<file path="config.mk">
export PLATFORM = sky130hd
export DESIGN_NAME = pcli_irq
export DESIGN_NICKNAME = d
export VERILOG_FILES = /design/src/pcli_pkg.sv /design/src/pcli_irq.sv
export VERILOG_INCLUDE_DIRS = /design/src
export SDC_FILE = /design/constraint.sdc
export NUM_CORES = 1
export LEC_CHECK = 0
export ABC_CLOCK_PERIOD_IN_PS = 1300
export BUFFER_PORTS_ARGS = -buffer_cell sky130_fd_sc_hd__buf_2
export CELL_PAD_IN_SITES_DETAIL_PLACEMENT = 1
export CELL_PAD_IN_SITES_GLOBAL_PLACEMENT = 1
export CORE_ASPECT_RATIO = 1.75
export CORE_MARGIN = 3
export CORE_UTILIZATION = 32
export CTS_CLUSTER_SIZE = 14
export DETAILED_ROUTE_END_ITERATION = 10
export GPL_TIMING_DRIVEN = 0
export HOLD_SLACK_MARGIN = 0.03
export PLACE_DENSITY = 0.85
export SYNTH_ARGS = -nofsm -noshare
export SYNTH_HDL_FRONTEND = slang
export SYNTH_SLANG_ARGS = --single-unit
</file>
<file path="constraint.sdc">
create_clock -name core_clk -period 1.3 [get_ports core_clk]
set_input_delay 0.195 -clock core_clk [delete_from_list [all_inputs] [get_ports core_clk]]
set_output_delay 0.195 -clock core_clk [all_outputs]
set_load 0.02 [all_outputs]
</file>
<file path="src/pcli_cfg.svh">
`ifndef PCLI_CFG_SVH
`define PCLI_CFG_SVH
// Register byte addresses, one aligned word each
`define PCLI_ADDR_W 4
`define PCLI_OFF_CTRL 4'h0
`define PCLI_OFF_POL 4'h4
`define PCLI_OFF_LEVEL 4'h8
`define PCLI_OFF_STAT 4'hc
// Control register fields, reset values and source count
`define PCLI_CTRL_EN_BIT 0
`define PCLI_CTRL_RST 1'h0
`define PCLI_POL_RST 4'h0
`define PCLI_MASK_RST 4'h0
`define PCLI_NSRC 4
`endif

</file>
<file path="src/pcli_pkg.sv">
package pcli_pkg;
    typedef logic [3:0] pcli_src_t;
    typedef enum logic [1:0] {
        PCLI_BUS_IDLE,
        PCLI_BUS_ACK
    } pcli_bus_t;
endpackage

</file>
<file path="src/pcli_irq.sv">
`timescale 1ns/1ps
`include "pcli_cfg.svh"
module pcli_irq (
    input wire logic core_clk, // 200 MHz clock
    input wire logic rst, // Async reset, high
    input wire logic clk_en, // Freezes all state when low
    input wire logic [3:0] avs_address, // Byte address
    input wire logic avs_read, // Read strobe
    input wire logic avs_write, // Write strobe
    input wire logic [31:0] avs_writedata, // Write data
    input wire logic [3:0] avs_byteenable, // Byte lanes
    output logic [31:0] avs_readdata, // Read data
    output logic avs_waitrequest, // Stall
    input wire logic [3:0] irq_source_line, // Pins of field_connector_main
    output logic irq_req, // Combined level request
    output logic evt_irq // Sticky-status interrupt
);
    // Three-stage synchroniser per pin
    pcli_pkg::pcli_src_t sync1_q, sync2_q, sync3_q, level_q;
    logic en_q;
    pcli_pkg::pcli_src_t pol_q, stat_q, mask_q;
    pcli_pkg::pcli_bus_t bus_q;
    logic [31:0] rdata_q;
    logic wr_ok, rd_ok;
    pcli_pkg::pcli_src_t cond;

    function automatic logic hit(input logic [3:0] a, input logic [3:0] off);
        hit = (a == off);
    endfunction

    always_ff @(posedge core_clk or posedge rst) begin
        if (rst) begin
            sync1_q <= 4'h0;
            sync2_q <= 4'h0;
            sync3_q <= 4'h0;
        end else if (clk_en) begin
            sync1_q <= irq_source_line;
            sync2_q <= sync1_q;
            sync3_q <= sync2_q;
        end
    end

    // Level accepted once stages two and three agree, filters one-cycle glitches
    always_ff @(posedge core_clk or posedge rst) begin
        if (rst) begin
            level_q <= 4'h0;
        end else if (clk_en) begin
            for (int i = 0; i < `PCLI_NSRC; i++) begin
                if (sync2_q[i] == sync3_q[i]) begin
                    level_q[i] <= sync3_q[i];
                end
            end
        end
    end

    assign cond = level_q ^ pol_q;

    // Bus handshake: one wait cycle, answer on the second
    assign wr_ok = avs_write && (bus_q == pcli_pkg::PCLI_BUS_ACK);
    assign rd_ok = avs_read && (bus_q == pcli_pkg::PCLI_BUS_ACK);

    always_ff @(posedge core_clk or posedge rst) begin
        if (rst) begin
            bus_q <= pcli_pkg::PCLI_BUS_IDLE;
            avs_waitrequest <= 1'b1;
        end else if (clk_en) begin
            unique case (bus_q)
                pcli_pkg::PCLI_BUS_IDLE: begin
                    if (avs_read || avs_write) begin
                        bus_q <= pcli_pkg::PCLI_BUS_ACK;
                        avs_waitrequest <= 1'b0;
                    end
                end
                pcli_pkg::PCLI_BUS_ACK: begin
                    bus_q <= pcli_pkg::PCLI_BUS_IDLE;
                    avs_waitrequest <= 1'b1;
                end
                // Unused code falls back to idle
                default: begin
                    bus_q <= pcli_pkg::PCLI_BUS_IDLE;
                    avs_waitrequest <= 1'b1;
                end
            endcase
        end
    end

    // Enable register; software is expected to set polarity first
    always_ff @(posedge core_clk or posedge rst) begin
        if (rst) begin
            en_q <= `PCLI_CTRL_RST;
        end else if (clk_en && wr_ok && avs_byteenable[0] && hit(avs_address, `PCLI_OFF_CTRL)) begin
            en_q <= avs_writedata[`PCLI_CTRL_EN_BIT];
        end
    end

    // polarity register, toggled by software on service
    always_ff @(posedge core_clk or posedge rst) begin
        if (rst) begin
            pol_q <= `PCLI_POL_RST;
        end else if (clk_en && wr_ok && avs_byteenable[0] && hit(avs_address, `PCLI_OFF_POL)) begin
            pol_q <= avs_writedata[3:0];
        end
    end

    // Mask sits in the second byte of the control word, bits 11:8
    always_ff @(posedge core_clk or posedge rst) begin
        if (rst) begin
            mask_q <= `PCLI_MASK_RST;
        end else if (clk_en && wr_ok && avs_byteenable[1] && hit(avs_address, `PCLI_OFF_CTRL)) begin
            mask_q <= avs_writedata[11:8];
        end
    end

    // Sticky source events; a new event wins over the read-clear
    always_ff @(posedge core_clk or posedge rst) begin
        if (rst) begin
            stat_q <= 4'h0;
        end else if (clk_en) begin
            if (rd_ok && hit(avs_address, `PCLI_OFF_STAT)) begin
                // Only bits already reported are cleared, later arrivals survive
                stat_q <= cond | (stat_q & ~rdata_q[3:0]);
            end else begin
                stat_q <= stat_q | cond;
            end
        end
    end

    // read mux; unmapped addresses read zero
    always_ff @(posedge core_clk or posedge rst) begin
        if (rst) begin
            rdata_q <= 32'h0;
        end else if (clk_en) begin
            if (avs_read && bus_q == pcli_pkg::PCLI_BUS_IDLE) begin
                unique case (avs_address)
                    `PCLI_OFF_CTRL: rdata_q <= {20'h0, mask_q, 7'h0, en_q};
                    `PCLI_OFF_POL: rdata_q <= {28'h0, pol_q};
                    `PCLI_OFF_LEVEL: rdata_q <= {28'h0, level_q};
                    `PCLI_OFF_STAT: rdata_q <= {28'h0, stat_q};
                    default: rdata_q <= 32'h0;
                endcase
            end
        end
    end
    assign avs_readdata = rdata_q;

    // OR of conditioned sources gated by enable
    // level request registered for a clean output
    always_ff @(posedge core_clk or posedge rst) begin
        if (rst) begin
            irq_req <= 1'b0;
            evt_irq <= 1'b0;
        end else if (clk_en) begin
            irq_req <= en_q && (|cond);
            evt_irq <= |(stat_q & mask_q);
        end
    end

    property p_req_follows;
        @(posedge core_clk) disable iff (rst)
        clk_en |=> (irq_req == ($past(en_q) && (|($past(level_q) ^ $past(pol_q)))));
    endproperty
    a_req_follows: assert property (p_req_follows) else $error("request mismatch");

    property p_disabled_quiet;
        @(posedge core_clk) disable iff (rst)
        (!en_q && clk_en) |=> !irq_req;
    endproperty
    a_disabled_quiet: assert property (p_disabled_quiet) else $error("request while disabled");

    property p_level_hold;
        @(posedge core_clk) disable iff (rst)
        (en_q && (|cond) && clk_en) ##1 (en_q && (|cond) && clk_en) |=> irq_req;
    endproperty
    a_level_hold: assert property (p_level_hold) else $error("request dropped");

    property p_pol;
        @(posedge core_clk) disable iff (rst)
        (clk_en && en_q && ((level_q & ~pol_q) == 4'h0) && ((~level_q & pol_q) == 4'h0)) |=> !irq_req;
    endproperty
    a_pol: assert property (p_pol) else $error("polarity wrong");

    property p_pol_inv;
        @(posedge core_clk) disable iff (rst)
        (clk_en && en_q && (|(pol_q & ~level_q))) |=> irq_req;
    endproperty
    a_pol_inv: assert property (p_pol_inv) else $error("inverted low level ignored");

    property p_sync;
        @(posedge core_clk) disable iff (rst)
        (clk_en && sync2_q == sync3_q) |=> level_q == $past(sync3_q);
    endproperty
    a_sync: assert property (p_sync) else $error("level not taken");

    // Disagreeing stages must not move the accepted level
    property p_sync_hold;
        @(posedge core_clk) disable iff (rst)
        (clk_en && (sync2_q != sync3_q)) |=> $stable(level_q);
    endproperty
    a_sync_hold: assert property (p_sync_hold) else $error("level moved on glitch");

    property p_stat_sticky;
        @(posedge core_clk) disable iff (rst)
        (clk_en && !(rd_ok && hit(avs_address, `PCLI_OFF_STAT))) |=> ((stat_q & $past(stat_q)) == $past(stat_q));
    endproperty
    a_stat_sticky: assert property (p_stat_sticky) else $error("status bit lost");

    property p_wait_one;
        @(posedge core_clk) disable iff (rst)
        (clk_en && !avs_waitrequest) |=> avs_waitrequest;
    endproperty
    a_wait_one: assert property (p_wait_one) else $error("answer held too long");

    property p_freeze;
        @(posedge core_clk) disable iff (rst)
        !clk_en |=> ($stable(irq_req) && $stable(level_q));
    endproperty
    a_freeze: assert property (p_freeze) else $error("state moved while frozen");
endmodule

</file>
Word-level counts from Yosys, hierarchy flattened --
Cells that the tools add are included.
Word-level totals: register bits after elaboration 66, bits in latches 0, bits in writable memories 0, memory bits (read-only) 0, bits of input ports 49, output and inout bits 35, memories kept 0
Operators by class: add/sub/neg operators 0, multipliers 0, divide/modulo/power cells 0, $lt $le $gt $ge 0, equal/unequal tests 9, shift operators 0, muxes and demuxes 6, bitwise logic cells 6, reductions and logical operators 22
Operator list (count):
- one-hot mux 12 bit (4 select lines) | 1
- AND reduction 2 bit | 6
- logical AND 1 bit | 11
- AND 4 bit | 2
- == test 4 bit (second input constant) | 2
- OR 4 bit | 2
- OR reduction 4 bit | 2
- == test 1 bit | 4
- == test 4 x 3 -> 1 bit (second input constant) | 1
- zero test 4 bit | 1
- 2-to-1 mux 2 bit | 2
- 2-to-1 mux 4 bit | 1
- inverter 4 bit | 1
- bitwise XOR 4 bit | 1
- == test 2 x 1 -> 1 bit (second input constant) | 1
- zero test 2 bit | 1
- 2-to-1 mux 1 bit | 2
- != test 2 bit (second input constant) | 1
- logical OR 1 bit | 1

Logic depth before layout (Yosys ltp) --
word-level depth 5, gate-level depth with buffers 5, depth with buffers taken out 3

Worst setup path before layout --
Ideal clock, no wire load.
path type register to register, from register bus_q[0], to register pol_q[0], data arrival time 1.231 ns, path slack -0.056 ns, cell stages (with the launch flop) 4, buffers on the path 0, clock period less this slack 1.356 ns, path through dfrtp_1 -> nand4_1 -> nor4b_4 -> mux2_2
Between the ends: cells in the longest elaborated chain, start to end 5
RTL lines:
- start, declared | RTL line pcli_irq.sv:22 | pcli_pkg::pcli_bus_t bus_q;
- start signal, assigned | RTL line pcli_irq.sv:64 | bus_q <= pcli_pkg::PCLI_BUS_IDLE;
- start signal, assigned | RTL line pcli_irq.sv:70 | bus_q <= pcli_pkg::PCLI_BUS_ACK;
- start signal, assigned | RTL line pcli_irq.sv:75 | bus_q <= pcli_pkg::PCLI_BUS_IDLE;
- == test 2 x 1 -> 1 bit | RTL line pcli_irq.sv:59 | assign wr_ok = avs_write && (bus_q == pcli_pkg::PCLI_BUS_ACK);
- logical AND 1 bit | RTL line pcli_irq.sv:59
- logical AND 1 bit (3 in series) | RTL line pcli_irq.sv:100 | end else if (clk_en && wr_ok && avs_byteenable[0] && hit(avs_address, `PCLI_OFF_POL)) begin
- end signal, assigned | RTL line pcli_irq.sv:99 | pol_q <= `PCLI_POL_RST;
- end signal, assigned | RTL line pcli_irq.sv:101 | pol_q <= avs_writedata[3:0];
- end, declared | RTL line pcli_irq.sv:21 | pcli_pkg::pcli_src_t pol_q, stat_q, mask_q;
Every way passes these cells. A chain may end at the register's enable or synchronous reset.

Worst setup path after layout --
from register bus_q[0], to register rdata_q[10], in the netlist avs_readdata[10]
Between the ends: cells in the longest elaborated chain, start to end 3
RTL lines:
- zero test 2 bit | RTL line pcli_irq.sv:133 | if (avs_read && bus_q == pcli_pkg::PCLI_BUS_IDLE) begin
- logical AND 1 bit | RTL line pcli_irq.sv:133
- AND reduction 2 bit (no source line)
- end signal, assigned | RTL line pcli_irq.sv:135 | `PCLI_OFF_CTRL: rdata_q <= {20'h0, mask_q, 7'h0, en_q};
- end signal, assigned | RTL line pcli_irq.sv:136 | `PCLI_OFF_POL: rdata_q <= {28'h0, pol_q};
- end signal, assigned | RTL line pcli_irq.sv:137 | `PCLI_OFF_LEVEL: rdata_q <= {28'h0, level_q};
- end, declared | RTL line pcli_irq.sv:23 | logic [31:0] rdata_q;
Every way passes these cells.

==> flow_metrics.py <==
metrics = {
    "global_route": {
        "track_usage_pct": 14.9,
        "grt_pass1_wl_mm": 7.91,
        "grt.overflow.total": 0,
        "grt_pass1_vias": 1642,
        "grt_max_degree": 42,
        "antenna_found_initial": 0,
    },
    "worst_setup_path": {
        "worstSetupStartpointType": "flop",
        "slowest_delay_ps": 380,
        "reg2reg_depth": 6,
        "reg2reg_slack_ps": -170,
        "r2r-end": "avs_readdata[10]",
        "reg2reg_from": "bus_q[0]",
        "critPathArrivalTime_ps": 1660,
        "crit_path_top_delay_cell": "dfrtp_1",
        "cpMostUsedCell": "buf_6",
        "crit_chain": "buf_4, buf_6, nand3b_1, buf_6, buf_8, a22o_1",
        "cp-end-kind": "flop",
        "worst-path-max-fanout": 5,
        "worst_ep_required_time_ps": 1490,
        "crit_start": "bus_q[0]",
        "critical_path_class": "reg2reg",
    },
    "final_layout": {
        "layout_commonest_cell": "dfrtp_1",
        "n_antenna_cell": 0,
        "area_growth_pct": 28.8,
        "nNetsFinal": 284,
        "layout.cells.non_filler": 314,
        "fillers": 688,
        "final_cell_mix": "dfrtp_1 (40), buf_2 (34), buf_4 (26)",
        "drive_gt1_share_pct": 44.9,
        "post-route-util_pct": 43.0,
    },
    "route": {
        "vias_per_cell": 4.77,
        "wl_mm": 5.04,
        "drc": 0,
        "wl_per_cell_um": 16.0,
        "drtPass1Iterations": 4,
        "dr_total_vias": 1498,
        "postRouteAntennaNets": 0,
        "drtIter0Drc": 94,
    },
    "clock_tree": {
        "path_clk_slew_ps": 80,
        "htree_levels": 2,
        "ctsLongestPathBuffers": 2,
        "cts_buffers": 5,
        "cts_root_buffer": "clkbuf_8",
        "cts.sinks": 41,
        "cts_tree": "yes",
        "insertion_delay_ps": 300,
        "cts_hold_buffers": 0,
    },
    "sta": {
        "relSlewSlack_pct": 43.0,
        "period_share_pct": 113,
        "setup_slack_ps": -166,
        "period_minus_slack_ps": 1470,
        "clock_skew_ps": 4.43,
        "tightest_slew_ps": 854,
        "drv_slew": 0,
        "rsz0062_at_grt": "true",
        "hold_viol_final": 0,
        "finalSetupTns_ps": -1690,
        "setup_violations": 16,
        "max_freq_mhz": 682,
    },
    "floorplan": {
        "ioPinCount": 84,
        "die_h_um": 110,
        "start_util_pct": 33.4,
        "die_w_um": 65.5,
        "core_um2": 5930,
        "die-area_um2": 7200,
        "rows": 37,
    },
    "yosys": {
        "synth-edff-count": 0,
        "synth.area.top_cells": "dfrtp_1 (51%), mux2_2 (13%), buf_4 (9.1%)",
        "ys_warn_count": 0,
        "syn-cell-area_um2": 1980,
        "ys_async_sr_fraction_pct": 100,
        "synth_cell_types": 33,
        "netlist_instances": 167,
        "synth_top_area_share_pct": 50.6,
        "synth_top_area_cell": "dfrtp_1",
        "yosysSeqAreaShare_pct": 51.9,
        "syn_avg_cell_area_um2": 11.9,
        "ys.flop_type": "dfrtp_1",
        "synth-seq-cells": 41,
    },
    "power": {
        "power_frac_comb_pct": 24.1,
        "power_mw": 3.25,
        "switchingPower_mw": 0.978,
        "internal_power_mw": 2.27,
        "ir_drop_mv": 0.505,
        "clkPwrFrac_pct": 26.5,
        "power_density_nw_per_um2": 1270,
        "seqPwrFrac_pct": 49.4,
        "sw_frac_of_total_pct": 30.1,
        "p_leak_nw": 1.26,
    },
    "placement": {
        "pre_cts_slack_ps": -298,
        "gp_congestion": 0.771,
        "io_buffers": 32,
        "dp_hpwl_mm": 3.71,
        "dp_cells": 300,
    },
    "run_status": {
        "status": "finished, violations left",
        "failed_checks": "negative setup slack",
    },
    "flow_run": {
        "drv_cap": 0,
    },
    "worst_hold_path": {
        "hold_path.class": "in2async",
    },
}
metal layers:
metal  vias to the layer above  GRT usage (%)  share of wire, %
met5                         -              0                 0
met4                         0           7.72               3.7
met3                        14           4.46               6.0
met2                        62           28.5                56
met1                       738           13.8                34
li1                        684              -                 -
stage by stage:
| stage | instance area, um2 | hold WS, ps |
|---|---|---|
| after global routing | 2550 | 123 |
| final | 2550 | 67.2 |
| after detailed placement | 2330 | 423 |
| after global placement | 2330 | 429 |
| after CTS | 2480 | 104 |
| after floorplan | 2070 | 343 |
worst max-delay path, delay by kind of cell (launching register included):
family / cells / cell delay (ps)
DFF: 1 / 380
buffers and inverters: 4 / 530
AOI/OAI and AO/OA: 1 / 230
and+or+nand+nor: 1 / 210
power groups by stage:
stage	logic, mW	registers (mW)	clock network [mW]
3_3_place_gp	0.621	1.62	0
4_1_cts	0.708	1.60	0.877
5_1_grt	0.849	1.63	0.944
6_report	0.781	1.60	0.860
2_1_floorplan	0.448	1.62	0
3_5_place_dp	0.652	1.63	0
what timing repair did:
item                                    CTS  global route
pin swaps                                 6             3
resized for setup                        13             9
cloned                                    0             1
endpoints found under the setup margin   16            18
setup buffers                             3             2
synth_stat cells, types with 2 or more instances:
cell type  number
nand4_1         2
a22o_1          9
nand2b_1        4
nor2b_1         2
buf_4          24
o21ai_0         5
buf_2           2
xor2_1          4
dfrtp_1        40
a222oi_1        2
nand3_1         4
nor2_1         10
mux2_2         23
a22oi_1         2
inv_1           2
nand2_1         6
clkbuf_1        3
a21oi_1         8
area by class of cell:
cell class	count	area, um2	area share, %
Sequential cell	41	1030	40.3
Multi-Input combinational cell	118	881	34.5
Timing Repair Buffer	38	234	9.18
Buffer	29	213	8.34
Tap cell	78	97.6	3.83
Clock buffer	8	90.1	3.53
Inverter	2	7.51	0.294
registers in the layout (all words and copies together), names as in the netlist:
| register | count |
|---|---|
| avs_readdata | 8 |
| en_q | 1 |
| stat_q | 4 |
| sync3_q | 4 |
| sync2_q | 4 |
| mask_q | 4 |
| evt_irq | 1 |
| sync1_q | 4 |
| bus_q | 1 |
| avs_waitrequest | 1 |
| pol_q | 4 |
| irq_req | 1 |
| level_q | 4 |
cell families (layout without fill, tap and decap cells):
logic type	after synthesis	after routing	synth area share (%)
AOI/OAI and AO/OA	29	29	10.1
xor gates and xnor gates	4	4	1.77
buffers and inverters	31	77	10.6
DFF	41	41	51.9
muxes	24	24	14.2
other	1	24	0.189
and+or+nand+nor	37	37	11.3
worst max-delay path by stage:
stage | end | slack [ps]
finish | avs_readdata[10] | -170
global route | avs_readdata[11] | -220
detailed placement | pol_q[3] | -300
global placement | sync1_q[3] | -310
CTS | pol_q[3] | -200
floorplan | pol_q[0] | -60
(Power assumes the default switching activity.)
